### src/pcitg_defs.svh
// Constants for the bus target: commands, address window, reset values
`ifndef PCITG_DEFS_SVH
`define PCITG_DEFS_SVH

`define PCITG_AD_W        32
`define PCITG_CBE_W       4
`define PCITG_MEM_AW      4
`define PCITG_MEM_DEPTH   16
`define PCITG_WORD_LSB    2
`define PCITG_WORD_MSB    5
`define PCITG_BASE_LSB    6
`define PCITG_BASE_ADDR   32'h0001_0000
`define PCITG_CMD_MEM_RD  4'h6
`define PCITG_CMD_MEM_WR  4'h7
`define PCITG_AD_RST      32'h0000_0000
`define PCITG_CMD_RST     4'h0
`define PCITG_IDX_RST     4'h0
`define PCITG_IDX_STEP    4'h1
`define PCITG_CLK_HZ      33000000

`endif

### src/pcitg_pkg.sv
// Types shared by the bus target modules
package pcitg_pkg;

    typedef enum logic [2:0]
    {
        PCITG_IDLE,
        PCITG_WDATA,
        PCITG_RTURN,
        PCITG_RDATA,
        PCITG_RWAIT,
        PCITG_TURN
    } pcitg_state_t;

endpackage : pcitg_pkg

### src/pcitg_mem_if.sv
// Carrier between the bus target and its word store
`timescale 1ns/1ps
`include "pcitg_defs.svh"

interface pcitg_mem_if;
    logic                          we;
    logic [`PCITG_MEM_AW-1:0]      idx;
    logic [`PCITG_AD_W-1:0]        wdata;
    logic [`PCITG_AD_W-1:0]        rdata;

    modport master
    (
        output we,
        output idx,
        output wdata,
        input  rdata
    );

    modport store
    (
        input  we,
        input  idx,
        input  wdata,
        output rdata
    );
endinterface : pcitg_mem_if

### src/pcitg_mem.sv
// Word store behind the bus target, registered read data
`timescale 1ns/1ps
`include "pcitg_defs.svh"

module pcitg_mem
(
    // Clock and reset
    input  wire logic        i_clk_sys,
    input  wire logic        i_nrst,
    // Store side
    pcitg_mem_if.store       mem
);

    logic [`PCITG_AD_W-1:0] words_r [`PCITG_MEM_DEPTH];
    logic [`PCITG_AD_W-1:0] rdata_r;
    logic [`PCITG_AD_W-1:0] rdata_nxt;

    always_comb
    begin
        rdata_nxt = words_r[mem.idx];
    end

    always_ff @(posedge i_clk_sys or negedge i_nrst)
    begin
        if (!i_nrst)
        begin
            rdata_r <= `PCITG_AD_RST;
        end
        else
        begin
            rdata_r <= rdata_nxt;
        end
    end

    // Storage array, no reset needed on contents
    always_ff @(posedge i_clk_sys)
    begin
        if (mem.we)
        begin
            words_r[mem.idx] <= mem.wdata;
        end
    end

    assign mem.rdata = rdata_r;

endmodule : pcitg_mem

### src/pcitg_target.sv
// Bus target: address/data phases, ready handshake and turnaround
`timescale 1ns/1ps
`include "pcitg_defs.svh"

module pcitg_target
(
    // Clock and reset
    input  wire logic                      i_clk_sys,
    input  wire logic                      i_nrst,
    // Address/data bus
    input  wire logic [`PCITG_AD_W-1:0]    i_ad,
    output logic      [`PCITG_AD_W-1:0]    o_ad,
    output logic                           o_ad_oe_n,
    // Command and handshake inputs
    input  wire logic [`PCITG_CBE_W-1:0]   i_cbe_n,
    input  wire logic                      i_frame_n,
    input  wire logic                      i_irdy_n,
    // Target ready, three-state
    output logic                           o_trdy_n,
    output logic                           o_trdy_oe_n,
    // System error, open drain
    output logic                           o_serr_n,
    output logic                           o_serr_oe_n
);

    pcitg_mem_if mem_bus ();

    pcitg_mem u_mem
    (
        .i_clk_sys (i_clk_sys),
        .i_nrst    (i_nrst),
        .mem       (mem_bus.store)
    );

    // Sequencer state and registered pin drives
    pcitg_pkg::pcitg_state_t       state_r;
    pcitg_pkg::pcitg_state_t       state_nxt;
    logic [`PCITG_MEM_AW-1:0]      idx_r;
    logic [`PCITG_MEM_AW-1:0]      idx_nxt;
    logic                          frame_prev_r;
    logic                          irdy_prev_r;
    logic                          trdy_n_r;
    logic                          trdy_n_nxt;
    logic                          trdy_oe_n_r;
    logic                          trdy_oe_n_nxt;
    logic                          ad_oe_n_r;
    logic                          ad_oe_n_nxt;
    logic                          we_nxt;
    logic                          start;
    logic                          xfer;
    logic                          hit;
    logic                          serr_oe_n_r;
    logic                          serr_oe_n_nxt;

    // Address falls in this target's window
    function automatic logic addr_hit(input logic [`PCITG_AD_W-1:0] a);
        addr_hit = (a[`PCITG_AD_W-1:`PCITG_BASE_LSB] ==
                    (`PCITG_AD_W-`PCITG_BASE_LSB)'(`PCITG_BASE_ADDR >> `PCITG_BASE_LSB));
    endfunction : addr_hit

    // Address phase follows an idle bus clock
    assign start = !i_frame_n && frame_prev_r && irdy_prev_r;
    assign hit   = addr_hit(i_ad);
    assign xfer  = !i_irdy_n && !trdy_n_r && !trdy_oe_n_r;

    // Sequencer next state and pin drives
    always_comb
    begin
        state_nxt     = state_r;
        idx_nxt       = idx_r;
        trdy_n_nxt    = 1'b1;
        trdy_oe_n_nxt = trdy_oe_n_r;
        ad_oe_n_nxt   = ad_oe_n_r;
        we_nxt        = 1'b0;
        unique case (state_r)
            pcitg_pkg::PCITG_IDLE:
            begin
                trdy_oe_n_nxt = 1'b1;
                ad_oe_n_nxt   = 1'b1;
                if (start && hit)
                begin
                    idx_nxt = i_ad[`PCITG_WORD_MSB:`PCITG_WORD_LSB];
                    if (i_cbe_n == `PCITG_CMD_MEM_WR)
                    begin
                        state_nxt     = pcitg_pkg::PCITG_WDATA;
                        trdy_n_nxt    = 1'b0;
                        trdy_oe_n_nxt = 1'b0;
                    end
                    else if (i_cbe_n == `PCITG_CMD_MEM_RD)
                    begin
                        state_nxt     = pcitg_pkg::PCITG_RTURN;
                        trdy_oe_n_nxt = 1'b0;
                    end
                end
            end
            pcitg_pkg::PCITG_WDATA:
            begin
                trdy_n_nxt = 1'b0;
                if (xfer)
                begin
                    we_nxt  = 1'b1;
                    idx_nxt = idx_r + `PCITG_IDX_STEP;
                    if (i_frame_n)
                    begin
                        state_nxt  = pcitg_pkg::PCITG_TURN;
                        trdy_n_nxt = 1'b1;
                    end
                end
            end
            pcitg_pkg::PCITG_RTURN:
            begin
                // Master releases the lines, read data is fetched
                state_nxt   = pcitg_pkg::PCITG_RDATA;
                trdy_n_nxt  = 1'b0;
                ad_oe_n_nxt = 1'b0;
            end
            pcitg_pkg::PCITG_RDATA:
            begin
                trdy_n_nxt = 1'b0;
                if (xfer)
                begin
                    idx_nxt    = idx_r + `PCITG_IDX_STEP;
                    trdy_n_nxt = 1'b1;
                    if (i_frame_n)
                    begin
                        state_nxt   = pcitg_pkg::PCITG_TURN;
                        ad_oe_n_nxt = 1'b1;
                    end
                    else
                    begin
                        state_nxt = pcitg_pkg::PCITG_RWAIT;
                    end
                end
            end
            pcitg_pkg::PCITG_RWAIT:
            begin
                // Next word not yet in the read register
                state_nxt  = pcitg_pkg::PCITG_RDATA;
                trdy_n_nxt = 1'b0;
            end
            pcitg_pkg::PCITG_TURN:
            begin
                state_nxt     = pcitg_pkg::PCITG_IDLE;
                trdy_oe_n_nxt = 1'b1;
                ad_oe_n_nxt   = 1'b1;
            end
            default:
            begin
                state_nxt     = pcitg_pkg::PCITG_IDLE;
                trdy_oe_n_nxt = 1'b1;
                ad_oe_n_nxt   = 1'b1;
            end
        endcase
    end

    // Sequencer registers
    always_ff @(posedge i_clk_sys or negedge i_nrst)
    begin
        if (!i_nrst)
        begin
            state_r      <= pcitg_pkg::PCITG_IDLE;
            idx_r        <= `PCITG_IDX_RST;
            frame_prev_r <= 1'b1;
            irdy_prev_r  <= 1'b1;
            trdy_n_r     <= 1'b1;
            trdy_oe_n_r  <= 1'b1;
            ad_oe_n_r    <= 1'b1;
        end
        else
        begin
            state_r      <= state_nxt;
            idx_r        <= idx_nxt;
            frame_prev_r <= i_frame_n;
            irdy_prev_r  <= i_irdy_n;
            trdy_n_r     <= trdy_n_nxt;
            trdy_oe_n_r  <= trdy_oe_n_nxt;
            ad_oe_n_r    <= ad_oe_n_nxt;
        end
    end

    // System error released, no parity checking here
    always_comb
    begin
        serr_oe_n_nxt = 1'b1;
    end

    always_ff @(posedge i_clk_sys or negedge i_nrst)
    begin
        if (!i_nrst)
        begin
            serr_oe_n_r <= 1'b1;
        end
        else
        begin
            serr_oe_n_r <= serr_oe_n_nxt;
        end
    end

    // Write port fed straight from the sampled bus
    assign mem_bus.we    = we_nxt;
    assign mem_bus.idx   = idx_r;
    assign mem_bus.wdata = i_ad;

    // Pin drives come from registers only
    assign o_ad        = mem_bus.rdata;
    assign o_ad_oe_n   = ad_oe_n_r;
    assign o_trdy_n    = trdy_n_r;
    assign o_trdy_oe_n = trdy_oe_n_r;
    // Open drain, level follows its enable
    assign o_serr_n    = serr_oe_n_r;
    assign o_serr_oe_n = serr_oe_n_r;

endmodule : pcitg_target

### config.mk
export PLATFORM = sky130hd
export DESIGN_NAME = pcitg_target
export DESIGN_NICKNAME = d
export VERILOG_FILES = /design/src/pcitg_pkg.sv /design/src/pcitg_mem_if.sv /design/src/pcitg_mem.sv /design/src/pcitg_target.sv
export VERILOG_INCLUDE_DIRS = /design/src
export SDC_FILE = /design/constraint.sdc
export NUM_CORES = 1
export LEC_CHECK = 0
export BUFFER_PORTS_ARGS = -buffer_cell sky130_fd_sc_hd__buf_2
export CORE_UTILIZATION = 61
export CTS_CLUSTER_DIAMETER = 150
export DETAILED_ROUTE_END_ITERATION = 10
export PLACE_DENSITY = 0.76
export SETUP_SLACK_MARGIN = 0.02
export SYNTH_ARGS = -nofsm -noshare
export SYNTH_HDL_FRONTEND = slang
export SYNTH_SLANG_ARGS = --single-unit
### constraint.sdc
create_clock -name i_clk_sys -period 4.9 [get_ports i_clk_sys]
set_clock_uncertainty 0.1 [all_clocks]
set_input_delay 0.98 -clock i_clk_sys [delete_from_list [all_inputs] [get_ports i_clk_sys]]
set_output_delay 0.98 -clock i_clk_sys [all_outputs]
set_load 0.01 [all_outputs]
==> out/metrics.yaml, run 1 <==
outcome:
  status: "finished, final reports clean"
logic_synthesis:
  synthArstFlopShare_pct: 7.91
  avgSynthCellArea_um2: 24.5
  ys_top_cells_by_area: "edfxtp_1 (74%), mux4_2 (17%), dfrtp_1 (4.7%)"
  yosysSeqAreaShare_pct: 79.1
  synth_top_cell_area_share_pct: 73.8
  ys_warn_count: 0
  synthDistinctLibCells: 45
  synth_edf_count: 512
  yosys_register_bits: 556
  netlist_top_cells_count: "edfxtp_1 (512), mux4_2 (160), dfrtp_1 (39)"
  synth_area_um2: 20800
  synthFlopType: "edfxtp_1"
  synth_cells: 849
  synth_area_leader_cell: "edfxtp_1"
  yosys.cell_count.top_type: "edfxtp_1"
setup_path:
  crit_chain: "buf_2 -> nor3_1 -> nand2_2 -> nor3_1 -> nand2_1 -> nor2_4 -> buf_4"
  cp.arrival_ps: 3670
  required_ps: 5060
  cp_common_cell: "nor3_1"
  crit_cells: 7
  crit_start: "i_irdy_n"
  path_delay_family: "simple AND/OR/NAND/NOR gates"
  worstRegToRegCells: 6
  end_kind: "flip-flop"
  r2r-start: "o_trdy_n$_DFF_PN1_"
  reg2reg_to: "u_mem.words_r[8][1]$_DFFE_PP_"
  critPathMaxFanout: 24
  cp_slowest_stage_delay_ps: 810
  worstSetupPathType: "in -> reg"
  start_kind: "primary input"
  rrSetupSlack_ps: 1520
  crit_path_top_delay_cell: "nor2_4"
  cp_num_buf_inv: 2
  cp-endpoint: "u_mem.words_r[8][1]$_DFFE_PP_"
route:
  drc_errors: 0
  drtIter0Drc: 865
  first_pass_iters: 5
  via_per_inst: 6.44
  num_vias: 9369
  ant_nets: 0
  routed_wl_mm: 43.2
  wl_per_cell_um: 29.7
layout:
  fin_area_um2: 23700
  fill_cells: 1921
  final_core_util_pct: 70.6
  drive_above_1_share_pct: 36.5
  nNetsFinal: 1006
  areaGrowthSynthToFinish_pct: 13.7
  antenna_cells: 0
place:
  dp_hpwl_mm: 23.8
  place_congestion: 0.832
  detailed_place.area_um2: 21900
  io_buffers: 74
cts:
  clk_pin_slew_worst_paths_ps: 60
  ctsLongestPathBuffers: 3
  clock_sinks: 556
  cts_tree: "yes"
  ctsResizeCount: 0
  clock-root-buffer: "clkbuf_16"
  cts_max_level: 2
  cts-buffers-inserted: 55
  cts_setup_buffers: 0
  clk_latency_ps: 570
  hold_buffers: 0
timing:
  slew_viol_final: 0
  setup_tns_ps: 0
  min_period_over_period_pct: 71.8
  period_minus_slack_ps: 3520
  relSlewSlack_pct: 22.4
  setup_viol: 0
  whs_ps: 273
  tightest_slew_ps: 1160
  rsz0062_at_grt: "false"
  max_freq_mhz: 284
  hold_violations: 0
floorplan:
  die_x_um: 187
  core_um2: 33500
  start_util_pct: 62.1
  die_area_um2: 34900
  die_y_um: 187
  ios: 77
  std_cell_rows: 67
grt:
  grt_pass1_wl_mm: 64.9
  grt_use_total_pct: 25.8
  grt_overflow_total: 0
  antenna_found_initial: 1
  grt_start_max_net_pins: 60
  grt_pass1_vias: 9795
power_and_ir_drop:
  cellPowerDensity_nw_per_um2: 397
  p_leak_nw: 7.57
  ir_drop_mv: 0.348
flow_run:
  cap_violations: 0
min_path:
  min_path_type: "in -> async"
[worst min path at each step]
stage | end | slack (ps) | cells past startpoint
final | u_mem.mem.rdata[28]$_DFF_PN0_ | 270 | 1
after global routing | u_mem.mem.rdata[31]$_DFF_PN0_ | 290 | 1
after CTS | u_mem.mem.rdata[31]$_DFF_PN0_ | 280 | 1
after detailed placement | o_trdy_oe_n$_DFFE_PN1N_ | 520 | 3
after global placement | o_trdy_oe_n$_DFFE_PN1N_ | 510 | 3
after floorplan | o_ad_oe_n$_DFFE_PN1P_ | 480 | 2
[state kept, by name, indices dropped and copies added (netlist names), 3 cells and up]
signal / cells
idx_r: 4
u_mem.mem.rdata: 32
u_mem.words_r: 512
state_r: 3
[stage by stage]
| stage | cells | setup slack (ps) | total power, W |
|---|---|---|---|
| after CTS | 1455 | 1390 | 0.00945 |
| after floorplan | 850 | 213 | 0.00529 |
| after global routing | 1455 | 1200 | 0.00962 |
| final | 1455 | 1380 | 0.00939 |
| after global placement | 1353 | 890 | 0.00537 |
| after detailed placement | 1353 | 766 | 0.00538 |
[routing by layer]
layer  part of all wire [%]  up-vias  global-route usage [%]  wire length (um)
met5                  0.062        -                       0                27
met4                    2.1        4                    5.96               901
met1                     39     5031                    35.1             16700
met3                    5.4       74                    4.01              2350
met2                     54      395                    44.7             23300
li1                       -     3865                       -                 -
[power breakdown]
part	leakage [nW]	total [W]	internal [W]	switching (W)
Sequential	5.11	0.00518	0.00518	0.000000324
Clock	0.861	0.00412	0.00240	0.00171
Combinational	1.60	0.0000965	0.0000132	0.0000833
Total	7.57	0.00939	0.00760	0.00180
[worst reg2reg max path: cells and delay by family (launching register included)]
family,cells,cell delay [ps]
simple gates,5,2270
flops,1,380
buf+inv,1,340
[area by class of cell]
type | count | area [um2] | area share, %
Tap cell | 448 | 561 | 2.37
Clock buffer | 73 | 1490 | 6.31
Multi-Input combinational cell | 245 | 4240 | 17.9
Clock inverter | 29 | 280 | 1.18
Timing Repair Buffer | 100 | 591 | 2.49
Inverter | 4 | 15.0 | 0.0634
Sequential cell | 556 | 16500 | 69.7
[cell families after synthesis]
logic type,share of synthesized area (%)
flops,79.1
mux,17.4
simple gates,1.45
buf+inv,1.04
compound gates,0.715
fa+ha+maj,0.240
other cells,0.0180
[cells in the final DEF (no fill, tap or decap), types with 5 or more instances in the layout]
cell,instances
buf_2,74
nor2_4,12
nor4_1,6
buf_4,24
clkinv_1,10
clkinv_2,7
clkbuf_16,55
dfstp_2,5
nand2_1,7
edfxtp_1,512
mux4_2,160
clkbuf_8,5
dfrtp_1,35
bufinv_16,5
nor3_1,5
clkbuf_1,13
Note: power is estimated with default switching activity, not from simulation.
==> run 2: changes to the inputs <==
CORE_UTILIZATION = 55   (was 61)
PLACE_DENSITY = 0.72   (was 0.76)
clock period = 2.83 ns   (was 4.9 ns; I/O delays follow)
==> out/metrics.yaml, run 2 (synthesized netlist as in run 1, its figures left out) <==
timing:
  worst_slack_ps: 202  # -1180 ps
  tightest_slew_ps: 590  # -574 ps
  hold_violations: 0  # unchanged
  relSlewSlack_pct: 60.6  # +38 points
  whs_ps: 38.1  # -235 ps
  min_period_over_period_pct: 92.9
  max_freq_mhz: 381
  setup_viol: 0  # unchanged
  slew_viol_final: 0  # unchanged
  rsz0062_at_grt: "false"
  period_minus_slack_ps: 2630
layout:
  final_cell_mix: "edfxtp_1 (512), mux4_2 (160), buf_2 (74), clkbuf_16 (53), buf_4 (47)"
  mostFrequentLayoutCell: "edfxtp_1"
  top_register: "u_mem.words_r"
  fill_cells: 2412  # +26%
  multi_input_area_um2: 4280  # +0.83%
  largest_reg_flops: 512  # unchanged
  drive_above_1_share_pct: 39.3  # +2.8 points
  layoutNonFillerInstCount: 1554  # +6.8%
  antenna_cells: 0  # unchanged
  areaGrowthSynthToFinish_pct: 17.0
  nNetsFinal: 1053  # +4.7%
  regArea_um2: 16500  # about the same
cts:
  clk_pin_slew_worst_paths_ps: 60  # about the same
  clock-root-buffer: "clkbuf_16"
  cts_max_level: 2  # unchanged
  cts_tree: "yes"
  clock_sinks: 556  # unchanged
  clk_latency_ps: 580  # about the same
  ctsLongestPathBuffers: 3  # unchanged
  cts-buffers-inserted: 53  # -3.6%
  ctsResizeCount: 0  # unchanged
power_and_ir_drop:
  power_frac_seq_pct: 56.2  # +1.1 points
  combPwrFrac_pct: 1.1  # about the same
  power.internal_w: 0.0130  # +71%
  p_leak_nw: 7.85  # +3.6%
  cellPowerDensity_nw_per_um2: 655  # +65%
  swShare_pct: 18.8  # -0.34 points
  power.switching_w: 0.00300  # +67%
  ir_drop_mv: 0.449  # +29%
  pwr-share-clk_pct: 42.7  # -1.1 points
place:
  dpl_worst_slack_ps: -3.35  # -769 ps
  io_buffers: 74  # unchanged
  dp_hpwl_mm: 24.4  # +2.5%
  place_inst: 1457  # +7.7%
  place_congestion: 0.792  # -4.8%
route:
  wl_per_cell_um: 28.3  # -4.9%
  via_per_inst: 6.13  # -4.8%
  drc_errors: 0  # unchanged
  drtIter0Drc: 925  # +6.9%
  routed_wl_mm: 43.9  # +1.6%
  ant_nets: 0  # unchanged
  num_vias: 9527  # +1.7%
  first_pass_iters: 5  # unchanged
setup_path:
  rrSetupSlack_ps: 200  # -1320 ps
  crit_cells: 5  # -2
  path_delay_family: "simple AND/OR/NAND/NOR gates"
  reg2reg_to: "idx_r[0]$_DFFE_PN0P_"
  worstSetupPathType: "reg -> reg"
  cp-endpoint: "idx_r[0]$_DFFE_PN0P_"
  start_kind: "flip-flop"
  end_kind: "flip-flop"
  cp_slowest_stage_delay_ps: 540  # -270 ps
  crit_start: "frame_prev_r$_DFF_PN1_"
  crit_chain: "or4bb_1 -> or4_1 -> or3_4 -> or4b_1 -> nand3_1"
  cp_num_buf_inv: 0  # -2
  crit_path_top_delay_cell: "or4bb_1"
  r2r-start: "frame_prev_r$_DFF_PN1_"
  worstRegToRegCells: 5  # -1
  cp.arrival_ps: 3030  # -640 ps
  required_ps: 3240  # -1820 ps
  critPathMaxFanout: 6  # -75%
grt:
  grt_pass1_wl_mm: 65.0  # +0.17%
  grt_use_total_pct: 23.8  # -2.0 points
  grt_overflow_total: 0  # unchanged
  grt_start_max_net_pins: 66  # +10%
  grt_pass1_vias: 9981  # +1.9%
  antenna_found_initial: 0  # -1
outcome:
  status: "finished, final reports clean"
floorplan:
  core_um2: 37000  # +10%
  ios: 77  # unchanged
  die_area_um2: 38600  # +11%
  die_x_um: 197  # +5.3%
  start_util_pct: 56.4  # -5.8 points
  die_y_um: 197  # +5.3%
  std_cell_rows: 70  # +4.5%
flow_run:
  cap_violations: 0  # unchanged
min_path:
  min_path_type: "in -> reg"
## run 2: cell types whose count changed in the layout (fill, tap and decap cells not counted), sizes merged
cell | before | now
bufinv | 5 | 3
buf | 100 | 148
inv | 7 | 4
clkinvlp | 3 | 0
clkinv | 18 | 13
dlygate4sd3 | 0 | 1
clkbuf | 73 | 80
## run 2: per-stage QoR
step / total power [W] / util, % / TNS, ps / instance area (um2)
floorplan: 0.00915 / - / -9340 / 20900
global route: 0.0164 / 65.9 / 0 / 24400
finish: 0.0160 / 65.9 / 0 / 24400
global placement: 0.00931 / 61.4 / 0 / 22700
detailed placement: 0.00932 / 61.4 / -3.35 / 22700
CTS: 0.0161 / 65.9 / 0 / 24400
## run 2: worst min-delay path by stage
stage	from	depth (start not counted)	to
after floorplan	i_nrst	0	idx_r[0]$_DFFE_PN0P_
after global placement	o_ad_oe_n$_DFFE_PN1P_	2	o_ad_oe_n$_DFFE_PN1P_
after detailed placement	o_ad_oe_n$_DFFE_PN1P_	2	o_ad_oe_n$_DFFE_PN1P_
after CTS	i_irdy_n	1	irdy_prev_r$_DFF_PN1_
after global routing	i_irdy_n	1	irdy_prev_r$_DFF_PN1_
final	i_irdy_n	1	irdy_prev_r$_DFF_PN1_
## run 2: metal layers
layer	part of all wire (%)	vias to the layer above	global-route usage [%]
met5	0	-	0
met4	2.8	0	8.24
met3	6.6	86	3.76
met2	50	401	37.6
met1	41	5088	34.5
li1	-	3952	-
## run 2: area by class of cell
class | count | share of cell area [%]
Timing Repair Buffer | 149 | 5.23
Tap cell | 504 | 2.59
Multi-Input combinational cell | 245 | 17.6
Clock buffer | 80 | 6.23
Clock inverter | 16 | 0.632
Sequential cell | 556 | 67.7
Inverter | 4 | 0.0616
## run 2: what timing repair did
item / CTS / global route
setup endpoints to repair: 0 / 0
hold buffers: 1 / 0
setup buffers: 0 / 0
hold endpoints to repair: 14 / 0
## run 2: power groups by stage
| stage | registers, W | clock network [W] | logic (W) |
|---|---|---|---|
| 2_1_floorplan | 0.00915 | 0 | 0.00000685 |
| 3_3_place_gp | 0.00914 | 0 | 0.000173 |
| 3_5_place_dp | 0.00914 | 0 | 0.000183 |
| 4_1_cts | 0.00897 | 0.00692 | 0.000184 |
| 5_1_grt | 0.00896 | 0.00719 | 0.000200 |
| 6_report | 0.00897 | 0.00682 | 0.000181 |
==> run 3: changes to the inputs <==
CORE_UTILIZATION = 61   (was 55)
PLACE_DENSITY = 0.76   (was 0.72)
clock period = 2.9 ns   (was 2.83 ns; I/O delays follow)
==> out/metrics.yaml, run 3 (synthesized netlist as in run 1, its figures left out) <==
layout:
  multi_input_area_um2: 4280  # about the same
  largest_reg_flops: 512  # unchanged
  top_register: "u_mem.words_r"
  regArea_um2: 16500  # unchanged
  final_core_util_pct: 73.0  # +7.1 points
  mostFrequentLayoutCell: "edfxtp_1"
  final_cell_mix: "edfxtp_1 (512), mux4_2 (160), buf_2 (74), clkbuf_16 (53), buf_4 (50)"
  areaGrowthSynthToFinish_pct: 17.5
  drive_above_1_share_pct: 39.9  # +0.57 points
  fill_cells: 1843  # -24%
  nNetsFinal: 1057  # +0.38%
floorplan:
  die_x_um: 187  # -5.0%
  std_cell_rows: 67  # -4.3%
  ios: 77  # unchanged
  core_um2: 33500  # -9.3%
  die_y_um: 187  # -5.0%
  start_util_pct: 62.1  # +5.8 points
  die_area_um2: 34900  # -9.7%
setup_path:
  cp_num_buf_inv: 3  # +3
  crit_path_top_delay_cell: "dlygate4sd3_1"
  path_delay_family: "simple AND/OR/NAND/NOR gates"
  rrSetupSlack_ps: 130  # -70 ps
  end_kind: "flip-flop"
  worstSetupPathType: "in -> reg"
  cp_slowest_stage_delay_ps: 530  # about the same
  cp.arrival_ps: 3010  # -20 ps
  critPathMaxFanout: 17  # +11
  required_ps: 3080  # -160 ps
  crit_chain: "dlygate4sd3_1 -> buf_2 -> nor3_1 -> nand2_2 -> nor3_2 -> nand2_1 -> nor3_4 -> buf_12"
  start_kind: "primary input"
route:
  routed_wl_mm: 45.7  # +4.1%
  first_pass_iters: 5  # unchanged
  num_vias: 9842  # +3.3%
  wl_per_cell_um: 30.4  # +7.6%
  ant_nets: 0  # unchanged
  drtIter0Drc: 987  # +6.7%
  drc_errors: 0  # unchanged
  via_per_inst: 6.54  # +6.7%
timing:
  setup_viol: 0  # unchanged
  setup_tns_ps: 0  # unchanged
  max_freq_mhz: 353
  relSlewSlack_pct: 52.2  # -8.4 points
  hold_violations: 0  # unchanged
  min_period_over_period_pct: 97.7
  tightest_slew_ps: 717  # +126 ps
  slew_viol_final: 0  # unchanged
  period_minus_slack_ps: 2830
  whs_ps: 31.1  # -7.00 ps
  rsz0062_at_grt: "true"
  worst_slack_ps: 66.8  # -135 ps
power_and_ir_drop:
  p_leak_nw: 7.92  # +0.90%
  ir_drop_mv: 0.593  # +32%
  cellPowerDensity_nw_per_um2: 656  # +0.17%
place:
  place_congestion: 0.775  # -2.2%
  dpl_worst_slack_ps: 65.6  # +69.0 ps
  io_buffers: 74  # unchanged
  dp_hpwl_mm: 24.9  # +2.2%
cts:
  cts-buffers-inserted: 52  # -1.9%
  ctsLongestPathBuffers: 3  # unchanged
  cts_tree: "yes"
  cts_setup_buffers: 0  # unchanged
  clk_latency_ps: 580  # about the same
  clock_sinks: 556  # unchanged
  clk_pin_slew_worst_paths_ps: 60  # about the same
  cts_max_level: 2  # unchanged
  clock-root-buffer: "clkbuf_16"
flow_run:
  cap_violations: 0  # unchanged
grt:
  grt_pass1_vias: 10174  # +1.9%
  grt_overflow_total: 0  # unchanged
  antenna_found_initial: 0  # unchanged
  grt_use_total_pct: 27.4  # +3.6 points
  grt_pass1_wl_mm: 67.6  # +4.0%
  grt_start_max_net_pins: 48  # -27%
outcome:
  status: "finished, final reports clean"
min_path:
  min_path_type: "in -> async"
-- run 3: power breakdown --
part,total [W],switching [W],internal [W]
Combinational,0.000176,0.000135,0.0000403
Sequential,0.00875,0.000000361,0.00875
Clock,0.00714,0.00285,0.00430
-- run 3: stage by stage --
step / total power (W) / cell area, um2 / cells
6_report: 0.0161 / 24500 / 1504
3_3_place_gp: 0.00908 / 22700 / 1406
5_1_grt: 0.0164 / 24500 / 1503
2_1_floorplan: 0.00893 / 20900 / 850
3_5_place_dp: 0.00909 / 22700 / 1406
4_1_cts: 0.0162 / 24500 / 1503
-- run 3: final cells by class --
cell class	count	share of cell area, %
flip-flops and latches	556	67.4
multi-input cells	245	17.5
clock buffers	68	5.73
repair buffers	154	5.46
well taps	448	2.29
clock inverters	28	1.61
inverters	4	0.0613
diodes	1	0.0102
-- run 3: repair_timing --
item                                    in CTS  in global routing
hold endpoints to repair                     1                  0
gates resized for setup                      0                  1
hold buffers                                 1                  0
endpoints found under the setup margin       0                 32
-- run 3: worst paths after layout --
kind	start	endpoint	depth (start not counted)
max	i_irdy_n	u_mem.words_r[3][14]$_DFFE_PP_	8
min	i_nrst	u_mem.mem.rdata[1]$_DFF_PN0_	2
max reg2reg	frame_prev_r$_DFF_PN1_	idx_r[1]$_DFFE_PN0P_	6
min reg2reg	o_ad_oe_n$_DFFE_PN1P_	o_ad_oe_n$_DFFE_PN1P_	2
max in group asynchronous	i_nrst	idx_r[0]$_DFFE_PN0P_	2
min in group i_clk_sys	i_frame_n	frame_prev_r$_DFF_PN1_	1
-- run 3: routing by layer --
metal / vias to the layer above / GRT usage (%) / routed length (um)
met4: 0 / 10.4 / 1430
met3: 99 / 5.12 / 3440
met1: 5236 / 37.3 / 17700
li1: 3974 / - / -
met2: 533 / 44.9 / 23200
met5: - / 0 / 0
